### config.mk
export PLATFORM = sky130hd
export DESIGN_NAME = dhc_debug_hold
export DESIGN_NICKNAME = d
export VERILOG_FILES = /design/src/verilog/dhc_pkg.sv /design/src/verilog/dhc_swd_pin_mux.sv /design/src/verilog/dhc_debug_hold.sv
export VERILOG_INCLUDE_DIRS = /design/src /design/src/verilog
export SDC_FILE = /design/constraint.sdc
export NUM_CORES = 1
export LEC_CHECK = 0
export ABC_AREA = 1
export BUFFER_PORTS_ARGS = -buffer_cell sky130_fd_sc_hd__buf_2
export CORE_MARGIN = 2
export CORE_UTILIZATION = 44
export CTS_CLUSTER_DIAMETER = 120
export DETAILED_ROUTE_END_ITERATION = 8
export PLACE_DENSITY = 0.79
export RECOVER_POWER = 100
export SYNTH_ARGS = -nofsm -noshare
export SYNTH_HDL_FRONTEND = slang
export SYNTH_SLANG_ARGS = --single-unit
### constraint.sdc
create_clock -name clk_sys -period 1.6 [get_ports clk_sys]
set_input_delay 0.4 -clock clk_sys [delete_from_list [all_inputs] [get_ports clk_sys]]
set_output_delay 0.4 -clock clk_sys [all_outputs]
set_load 0.05 [all_outputs]
### src/verilog/dhc_map.svh
// register offsets, field positions, reset values and write masks of the debug hold block
`ifndef DHC_MAP_SVH
`define DHC_MAP_SVH
`define DHC_ADDR_W 12
`define DHC_OFF_ID 12'h000
`define DHC_OFF_CTL0 12'h004
`define DHC_OFF_CTL1 12'h008
`define DHC_CTL0_RESET 32'h0000_0000
`define DHC_CTL1_RESET 32'h0000_0000
// writable bits, everything else is reserved and reads zero
`define DHC_CTL0_MASK 32'h0809_9707
`define DHC_CTL1_MASK 32'h0007_0400
`define DHC_PSTRB_FULL 4'hF
// arbitrary identity value, names no real part
`define DHC_ID_VALUE 32'h5A5A_0001
// control register zero fields
`define DHC_B_SLEEP 0
`define DHC_B_DSLP 1
`define DHC_B_STBY 2
`define DHC_B_FWDG 8
`define DHC_B_WWDG 9
`define DHC_B_T0 10
`define DHC_B_T2 12
`define DHC_B_I2C0 15
`define DHC_B_I2C1 16
`define DHC_B_T5 19
`define DHC_B_T13 27
// control register one fields
`define DHC_B_RTC 10
`define DHC_B_T14 16
`define DHC_B_T15 17
`define DHC_B_T16 18
`endif

### src/verilog/dhc_pkg.sv
// types shared by the debug hold block
package dhc_pkg;
   // power mode reported by the power controller
   typedef enum logic [1:0] {
      DHC_PM_RUN = 2'b00,
      DHC_PM_SLEEP = 2'b01,
      DHC_PM_DSLP = 2'b10,
      DHC_PM_STBY = 2'b11
   } dhc_pwr_mode_t;
   // bus slave state
   typedef enum logic {
      DHC_APB_IDLE = 1'b0,
      DHC_APB_ACK = 1'b1
   } dhc_apb_st_t;
   // freeze requests towards the held peripherals
   typedef struct packed {
      logic timer_zero_freeze;
      logic timer_two_freeze;
      logic timer_five_freeze;
      logic timer_thirteen_freeze;
      logic timer_fourteen_freeze;
      logic timer_fifteen_freeze;
      logic timer_sixteen_freeze;
      logic i2c_unit_zero_timeout_freeze;
      logic i2c_unit_one_timeout_freeze;
      logic rtc_freeze;
      logic window_watchdog_freeze;
      logic free_watchdog_freeze;
   } dhc_freeze_t;
   // clock steering towards the clock unit
   typedef struct packed {
      logic ahb_clock_keep;
      logic sys_clock_from_irc8;
   } dhc_clk_ctl_t;
   // one pin seen as two signals
   typedef struct packed {
      logic o;
      logic oe;
   } dhc_pin_drv_t;
endpackage

### src/verilog/dhc_swd_pin_mux.sv
// serial wire debug pin owner: debug port or general purpose io
`timescale 1ns/1ps
module dhc_swd_pin_mux (
   input wire logic clk_sys,
   input wire logic rstn,
   input wire logic swd_enable,
   input wire logic pin_swclk_in,
   input wire logic pin_swdio_in,
   input wire dhc_pkg::dhc_pin_drv_t dp_swdio_drv,
   input wire dhc_pkg::dhc_pin_drv_t gpio_swclk_drv,
   input wire dhc_pkg::dhc_pin_drv_t gpio_swdio_drv,
   output dhc_pkg::dhc_pin_drv_t pin_swclk_drv,
   output dhc_pkg::dhc_pin_drv_t pin_swdio_drv,
   output logic dp_swclk,
   output logic dp_swdio_in,
   output logic gpio_swclk_in,
   output logic gpio_swdio_in
);
   dhc_pkg::dhc_pin_drv_t clk_drv_d, clk_drv_q, dio_drv_d, dio_drv_q;
   logic dp_clk_d, dp_clk_q, dp_dio_d, dp_dio_q, g_clk_d, g_clk_q, g_dio_d, g_dio_q;

   // swclk is only ever an input for the debug port: the tool drives it
   always_comb begin
      clk_drv_d = gpio_swclk_drv;
      dio_drv_d = gpio_swdio_drv;
      dp_clk_d = 1'b0;
      dp_dio_d = 1'b0;
      g_clk_d = pin_swclk_in;
      g_dio_d = pin_swdio_in;
      if (swd_enable) begin
         clk_drv_d = '0;
         dio_drv_d = dp_swdio_drv;
         dp_clk_d = pin_swclk_in;
         dp_dio_d = pin_swdio_in;
         g_clk_d = 1'b0;
         g_dio_d = 1'b0;
      end
   end

   // released pins belong wholly to gpio, the debug port sees idle zeros
   always_ff @(posedge clk_sys) begin
      if (!rstn) begin
         clk_drv_q <= '0;
         dio_drv_q <= '0;
         dp_clk_q <= 1'b0;
         dp_dio_q <= 1'b0;
         g_clk_q <= 1'b0;
         g_dio_q <= 1'b0;
      end else begin
         clk_drv_q <= clk_drv_d;
         dio_drv_q <= dio_drv_d;
         dp_clk_q <= dp_clk_d;
         dp_dio_q <= dp_dio_d;
         g_clk_q <= g_clk_d;
         g_dio_q <= g_dio_d;
      end
   end

   assign pin_swclk_drv = clk_drv_q;
   assign pin_swdio_drv = dio_drv_q;
   assign dp_swclk = dp_clk_q;
   assign dp_swdio_in = dp_dio_q;
   assign gpio_swclk_in = g_clk_q;
   assign gpio_swdio_in = g_dio_q;
endmodule // dhc_swd_pin_mux

### src/verilog/dhc_debug_hold.sv
// debug hold control: apb registers, low power clock keep and peripheral freeze
//
// The APB interface to the registers is this design's own decision.
`timescale 1ns/1ps
`include "dhc_map.svh"
module dhc_debug_hold #(
   // arbitrary identity value
   parameter logic [31:0] PART_ID = `DHC_ID_VALUE
) (
   input wire logic clk_sys,
   input wire logic rstn,
   input wire logic [11:0] paddr,
   input wire logic psel,
   input wire logic penable,
   input wire logic pwrite,
   input wire logic [31:0] pwdata,
   input wire logic [3:0] pstrb,
   output logic pready,
   output logic [31:0] prdata,
   output logic pslverr,
   input wire logic core_halted,
   input wire dhc_pkg::dhc_pwr_mode_t pwr_mode,
   output dhc_pkg::dhc_freeze_t freeze,
   output dhc_pkg::dhc_clk_ctl_t clk_ctl,
   output logic system_reset_req,
   input wire logic swd_enable,
   input wire logic pin_swclk_in,
   input wire logic pin_swdio_in,
   output dhc_pkg::dhc_pin_drv_t pin_swclk_drv,
   output dhc_pkg::dhc_pin_drv_t pin_swdio_drv,
   input wire dhc_pkg::dhc_pin_drv_t dp_swdio_drv,
   output logic dp_swclk,
   output logic dp_swdio_in,
   input wire dhc_pkg::dhc_pin_drv_t gpio_swclk_drv,
   input wire dhc_pkg::dhc_pin_drv_t gpio_swdio_drv,
   output logic gpio_swclk_in,
   output logic gpio_swdio_in
);
   dhc_pkg::dhc_apb_st_t st_d, st_q;
   logic ready_d, ready_q, err_d, err_q;
   logic [31:0] rdata_d, rdata_q, ctl0_d, ctl0_q, ctl1_d, ctl1_q;
   logic hit_id, hit_ctl0, hit_ctl1, mapped;
   dhc_pkg::dhc_pwr_mode_t pm_q;
   dhc_pkg::dhc_freeze_t frz_d, frz_q;
   dhc_pkg::dhc_clk_ctl_t clk_d, clk_q;
   logic rst_req_d, rst_req_q;

   ////////////////////////////////////////////////////////////////////////////
   // register bus

   // address decode on full byte address, so misaligned offsets are unmapped
   assign hit_id = (paddr == `DHC_OFF_ID);
   assign hit_ctl0 = (paddr == `DHC_OFF_CTL0);
   assign hit_ctl1 = (paddr == `DHC_OFF_CTL1);
   assign mapped = hit_id | hit_ctl0 | hit_ctl1;

   // one wait state: ready is raised from a flop, the write lands on the ready edge
   always_comb begin
      st_d = st_q;
      ready_d = 1'b0;
      err_d = 1'b0;
      rdata_d = 32'h0000_0000;
      ctl0_d = ctl0_q;
      ctl1_d = ctl1_q;
      case (st_q)
         dhc_pkg::DHC_APB_IDLE: begin
            if (psel && penable) begin
               st_d = dhc_pkg::DHC_APB_ACK;
               ready_d = 1'b1;
               // partial writes are refused: the hold bits are word registers
               err_d = !mapped || (pwrite && pstrb != `DHC_PSTRB_FULL);
               if (!pwrite) begin
                  if (hit_id) begin
                     rdata_d = PART_ID;
                  end else if (hit_ctl0) begin
                     rdata_d = ctl0_q;
                  end else if (hit_ctl1) begin
                     rdata_d = ctl1_q;
                  end
               end
            end
         end
         dhc_pkg::DHC_APB_ACK: begin
            st_d = dhc_pkg::DHC_APB_IDLE;
            rdata_d = rdata_q;
            err_d = err_q;
            // an identification write falls through with no effect
            if (psel && penable && pwrite && !err_q) begin
               if (hit_ctl0) begin
                  ctl0_d = pwdata & `DHC_CTL0_MASK;
               end
               if (hit_ctl1) begin
                  ctl1_d = pwdata & `DHC_CTL1_MASK;
               end
            end
         end
         default: begin
            st_d = dhc_pkg::DHC_APB_IDLE;
         end
      endcase
   end

   // rstn is the power reset, no other reset reaches the hold bits
   always_ff @(posedge clk_sys) begin
      if (!rstn) begin
         st_q <= dhc_pkg::DHC_APB_IDLE;
         ready_q <= 1'b0;
         err_q <= 1'b0;
         rdata_q <= 32'h0000_0000;
         ctl0_q <= `DHC_CTL0_RESET;
         ctl1_q <= `DHC_CTL1_RESET;
      end else begin
         st_q <= st_d;
         ready_q <= ready_d;
         err_q <= err_d;
         rdata_q <= rdata_d;
         ctl0_q <= ctl0_d;
         ctl1_q <= ctl1_d;
      end
   end

   assign pready = ready_q;
   assign pslverr = err_q;
   assign prdata = rdata_q;

   ////////////////////////////////////////////////////////////////////////////
   // low power clock keep

   // the clock unit follows clk_ctl; a cleared bit leaves normal gating alone
   always_comb begin
      clk_d = '0;
      case (pwr_mode)
         dhc_pkg::DHC_PM_SLEEP: begin
            clk_d.ahb_clock_keep = ctl0_q[`DHC_B_SLEEP];
         end
         dhc_pkg::DHC_PM_DSLP: begin
            clk_d.ahb_clock_keep = ctl0_q[`DHC_B_DSLP];
            clk_d.sys_clock_from_irc8 = ctl0_q[`DHC_B_DSLP];
         end
         dhc_pkg::DHC_PM_STBY: begin
            clk_d.ahb_clock_keep = ctl0_q[`DHC_B_STBY];
            clk_d.sys_clock_from_irc8 = ctl0_q[`DHC_B_STBY];
         end
         default: begin
            clk_d = '0;
         end
      endcase
      // standby held by the debugger keeps state that a real wakeup would lose
      rst_req_d = (pm_q == dhc_pkg::DHC_PM_STBY) && (pwr_mode != dhc_pkg::DHC_PM_STBY)
         && ctl0_q[`DHC_B_STBY];
   end

   ////////////////////////////////////////////////////////////////////////////
   // peripheral freeze

   // each freeze is the hold bit gated by the halt, released with the halt
   always_comb begin
      frz_d = '0;
      frz_d.timer_zero_freeze = ctl0_q[`DHC_B_T0];
      frz_d.timer_two_freeze = ctl0_q[`DHC_B_T2];
      frz_d.timer_five_freeze = ctl0_q[`DHC_B_T5];
      frz_d.timer_thirteen_freeze = ctl0_q[`DHC_B_T13];
      frz_d.timer_fourteen_freeze = ctl1_q[`DHC_B_T14];
      frz_d.timer_fifteen_freeze = ctl1_q[`DHC_B_T15];
      frz_d.timer_sixteen_freeze = ctl1_q[`DHC_B_T16];
      frz_d.i2c_unit_zero_timeout_freeze = ctl0_q[`DHC_B_I2C0];
      frz_d.i2c_unit_one_timeout_freeze = ctl0_q[`DHC_B_I2C1];
      frz_d.rtc_freeze = ctl1_q[`DHC_B_RTC];
      frz_d.window_watchdog_freeze = ctl0_q[`DHC_B_WWDG];
      frz_d.free_watchdog_freeze = ctl0_q[`DHC_B_FWDG];
      if (!core_halted) begin
         frz_d = '0;
      end
   end

   // one cycle of latency: the peripherals see a registered, glitch free freeze
   always_ff @(posedge clk_sys) begin
      if (!rstn) begin
         pm_q <= dhc_pkg::DHC_PM_RUN;
         clk_q <= '0;
         rst_req_q <= 1'b0;
         frz_q <= '0;
      end else begin
         pm_q <= pwr_mode;
         clk_q <= clk_d;
         rst_req_q <= rst_req_d;
         frz_q <= frz_d;
      end
   end

   assign clk_ctl = clk_q;
   assign system_reset_req = rst_req_q;
   assign freeze = frz_q;

   ////////////////////////////////////////////////////////////////////////////
   // debug pins

   dhc_swd_pin_mux u_pins (
      .clk_sys(clk_sys),
      .rstn(rstn),
      .swd_enable(swd_enable),
      .pin_swclk_in(pin_swclk_in),
      .pin_swdio_in(pin_swdio_in),
      .dp_swdio_drv(dp_swdio_drv),
      .gpio_swclk_drv(gpio_swclk_drv),
      .gpio_swdio_drv(gpio_swdio_drv),
      .pin_swclk_drv(pin_swclk_drv),
      .pin_swdio_drv(pin_swdio_drv),
      .dp_swclk(dp_swclk),
      .dp_swdio_in(dp_swdio_in),
      .gpio_swclk_in(gpio_swclk_in),
      .gpio_swdio_in(gpio_swdio_in)
   );
endmodule // dhc_debug_hold

* Yosys cells after proc, flatten, opt, wreduce, memory -nomap -nowiden
Index checks and enable logic that the tools add are counted.
Storage, ports and cells: bits in registers 75, bits of input ports 65
Operators by class: equality and inequality tests 8, multiplexer cells 13, bitwise gates (word level) 4, reduce and logical (&&, ||, !) cells 16
Operators with widths (number):
- $mux 31 | 3
- $mux 32 | 1
- $mux 28 | 1
- $mux 19 | 1
- $eq 12x3->1 const B | 1
- $eq 12x4->1 const B | 1
- $logic_not 12->1 | 1
- $eq 2x2->1 const B | 3
- $logic_and 1x1->1 | 6
- $reduce_and 3->1 | 2
- $ne 4x4->1 const B | 1
- $pmux 1 s2 | 2
- $reduce_and 2->1 | 2
- $reduce_or 2->1 | 2
- $mux 1 | 3
- $pmux 1 s3 | 1
- $eq 2x1->1 const B | 1
- $logic_not 1->1 | 2
- $mux 2 | 1
- $ne 2x2->1 const B | 1
- $not 1->1 | 2
- $or 1x1->1 | 2
- $logic_or 1x1->1 | 1

* Longest topological paths before layout
word-level depth 7, mapped depth 10

* By module
A second synthesis with hierarchy kept.
Second synthesis, totals: cells, all modules 264, area total of the unflattened synthesis 2117.0 sq um
Modules (own cells, without submodules):
- dhc_debug_hold | instances 1, cells an instance 237, area an instance 1878.1 sq um
- dhc_swd_pin_mux | instances 1, cells an instance 27, area an instance 239.0 sq um

* Worst setup path before layout
OpenSTA, ideal clock, no wires.
path type register to register, start point reg st_q, end point reg ctl0_q[0], library setup time 0.113 ns, arrival 1.489 ns, required time 1.487 ns, path slack -0.002 ns, cell stages (with the launch flop) 8, buffers on the path 2, period minus slack after synthesis 1.602 ns, cells stage by stage dfxtp_1 buf_6 inv_2 nor3_4 nand3_2 buf_2 nor2_1 nor2_1
Between the ends: word-level cells in the longest chain between the ends 1
Ends and longest elaborated chain:
- start, declared | line dhc_debug_hold.sv:39 | dhc_pkg::dhc_apb_st_t st_d, st_q;
- start signal, assigned | line dhc_debug_hold.sv:106 | st_q <= dhc_pkg::DHC_APB_IDLE;
- start signal, assigned | line dhc_debug_hold.sv:113 | st_q <= st_d;
- $reduce_and 3->1 (no source line)
- end signal, assigned | line dhc_debug_hold.sv:110 | ctl0_q <= `DHC_CTL0_RESET;
- end signal, assigned | line dhc_debug_hold.sv:117 | ctl0_q <= ctl0_d;
- end, declared | line dhc_debug_hold.sv:41 | logic [31:0] rdata_d, rdata_q, ctl0_d, ctl0_q, ctl1_d, ctl1_q;
Every way passes these cells. A chain may end at the register's enable or synchronous reset.

==> run metrics <==
H-Tree Depth=2; Critical Path Fanout Max=5; R2R setup slack=0.22 ns; Final Hold Viols=0; MaxCap Viol Count=0; CTS Buffer Depth=2; I/O pins=about 120; Area growth syn-to-layout=21.29%; nature of the critical path startpoint=flip-flop; Setup TNS=0 ns; final WL=4.463 mm; status=finished, final reports clean; TritonRoute pass-1 iters=4; first-pass GRT wire length=6.906 mm; #FFs+latches synth=56; Crit path buffers/inverters=1; mean number of vias per cell=4.304; CTS Buf Count=5; gate count of the mapped netlist=about 300; initial antenna violation count=0; Synth area leader=dfxtp_1; CP Cell Sequence=clkbuf_2; Fmax=683.0 MHz; Worst Clk Skew=0.006407 ns; crit path kind=reg -> out; Warnings, synthesis=0; Die X=~76 µm; post-synthesis simple-gate area fraction=0.3024; Mapped Avg Cell Area=7.682 µm²; pin count of the biggest net entering global routing=23; VDD IR max=0.0005760 V; post_cts resized=0; CTS tree=built; largest family of logic cells by synthesized area=simple AND/OR/NAND/NOR gates; Worst slew margin=0.5891; gp weighted congestion=0.8285; Filler cells=around 500; crit-path max cell delay=0.45 ns; Crit-path slowest cell=dfxtp_1; Worst-Margin Slew=approximately 0.6 ns; RSZ-0062 raised after global routing=no; number of global-route vias before repair=about 1,700; DRT iter0 DRCs=~110; clock-pin transition on the worst setup and hold timing paths=0.09 ns; hpwl dp=3.441 mm; synthesized area=0.002251 mm²; sequential fraction of the synthesis area=0.4981; synth cell count leaders=70 x nand2_1, 59 x nor2_1, 56 x dfxtp_1; most frequent cell after synthesis=nand2_1; Post-Synth Adder-Cell Area=0; mux contribution to synthesized area=0; Worst Setup End Kind=output port; Hold WC Path Type=in -> reg; Slew Viols, Final=0; Compound-Gate Fraction of Synth Area=0.05447; share of the synthesized area in the top cell type=0.4981; dominant cells by area after synthesis=dfxtp_1 50%, nand2_1 12%, nor2_1 9.8%; GR Util All Layers=0.1567; hold slack=around 0.3 ns; ANT cells=0; Req. time, crit path=1.20 ns; xor/xnor cell area share of the yosys netlist=0; Core ar.=0.005010 mm²; final setup fails=0; clk_lat worst skew=0.30 ns; row count=26; DRC=0; Sink Count=56; Routed Antenna Nets=0; Cell Pwr Density=between 800 and 900 mW/mm²; port buffer count=88; cts-stage hold buffer count=0; Routed WL per cell=9.918 µm; fin crit period=between 1 and 1.5 ns; layout cell share with drive strength beyond 1=0.2868; die footprint=0.005704 mm²; Chip Height=75.53 µm; data arrival time of the critical path=1.06 ns; number of flops mapped to enable cells by yosys=0; period utilisation layout=0.9151; Lkg Pwr=1.475 nW; Top FF cell, synth=dfxtp_1; Synth cell types=29; final net count=roughly 450; Top delay family on crit path=flip-flops; Post CTS Setup Buffer Count=0; grt ovf=0; Initial Utilization=0.4493; clk root buf=clkbuf_8; via count=between 1,500 and 2,000; Async SR Flop Fraction=0
==> flip-flops by register name, summed over array words and instances (netlist names) <==
register              count
clk_ctl                   2
ctl0_q                   11
ctl1_q                    4
freeze                   12
pm_q                      2
prdata                   14
pslverr                   1
st_q                      1
system_reset_req          1
u_pins.dp_swclk           1
u_pins.dp_swdio_in        1
u_pins.gpio_swclk_in      1
u_pins.gpio_swdio_in      1
u_pins.pin_swclk_drv      2
u_pins.pin_swdio_drv      2
==> final cells by class <==
cell class                      count  area (µm²)  share of cell area
Sequential cell                    56        1121              0.4106
Tap cell                           70       87.58             0.03208
Clock inverter                      1       8.758            0.003208
Clock buffer                        6       72.57             0.02658
Inverter                           32       120.1             0.04400
Multi-Input combinational cell    189       830.8              0.3043
Timing Repair Buffer               96       489.2              0.1792
==> worst paths after layout <==
path,cells after the start,start,end
min reg2reg,2,pm_q[1],system_reset_req
min,3,gpio_swclk_drv[0],u_pins.pin_swclk_drv[0]
max reg2reg,7,st_q,prdata[10]
max,1,st_q,pready
==> metrics by stage <==
stage	total power [W]	utilization	worst slack (ns)	instance area [µm²]	cells
global placement	0.001712	0.5387	0.07728	2699	443
floorplan	0.001654	-	0.1721	2301	306
CTS	0.002447	0.5549	0.1993	2780	450
finish	0.002415	0.5450	0.1358	2730	450
global route	0.002521	0.5450	0.08386	2730	450
detailed placement	0.001714	0.5387	0.04252	2699	443
==> report_power, final <==
| group | internal, W | switching [W] |
|---|---|---|
| clock network | 0.000307 | 0.000434 |
| logic | 0.0000666 | 0.000193 |
| registers | 0.00141 | 0.00000593 |
==> per-layer routing <==
| layer | share of wire | routed length, µm | global-route usage | vias to the layer above |
|---|---|---|---|---|
| li1 | - | - | - | 1026 |
| met1 | 0.43 | 1927 | 0.2021 | 836 |
| met2 | 0.47 | 2115 | 0.2580 | 69 |
| met3 | 0.083 | 372 | 0.04233 | 6 |
| met4 | 0.011 | 48 | 0.04678 | 0 |
| met5 | 0 | 0 | 0 | - |
==> cell families after synthesis <==
family,after synthesis
buf+inv,61
flops,56
compound gates,21
simple gates,154
other cells,1
==> layout by cell type (no fill, tap or decap), drive strengths merged <==
master and count:
nand2 71, clkbuf 53, nor2 63, nor3 3, inv 33, nand3b 1
buf 49, a31oi 1, nand3 11, a21oi 14, or2 1, a41oi 1
o21ai 3, o211ai 2, and2 1, nand4 3, dfxtp 56, conb 14
Power figures use the tool's default switching activity.
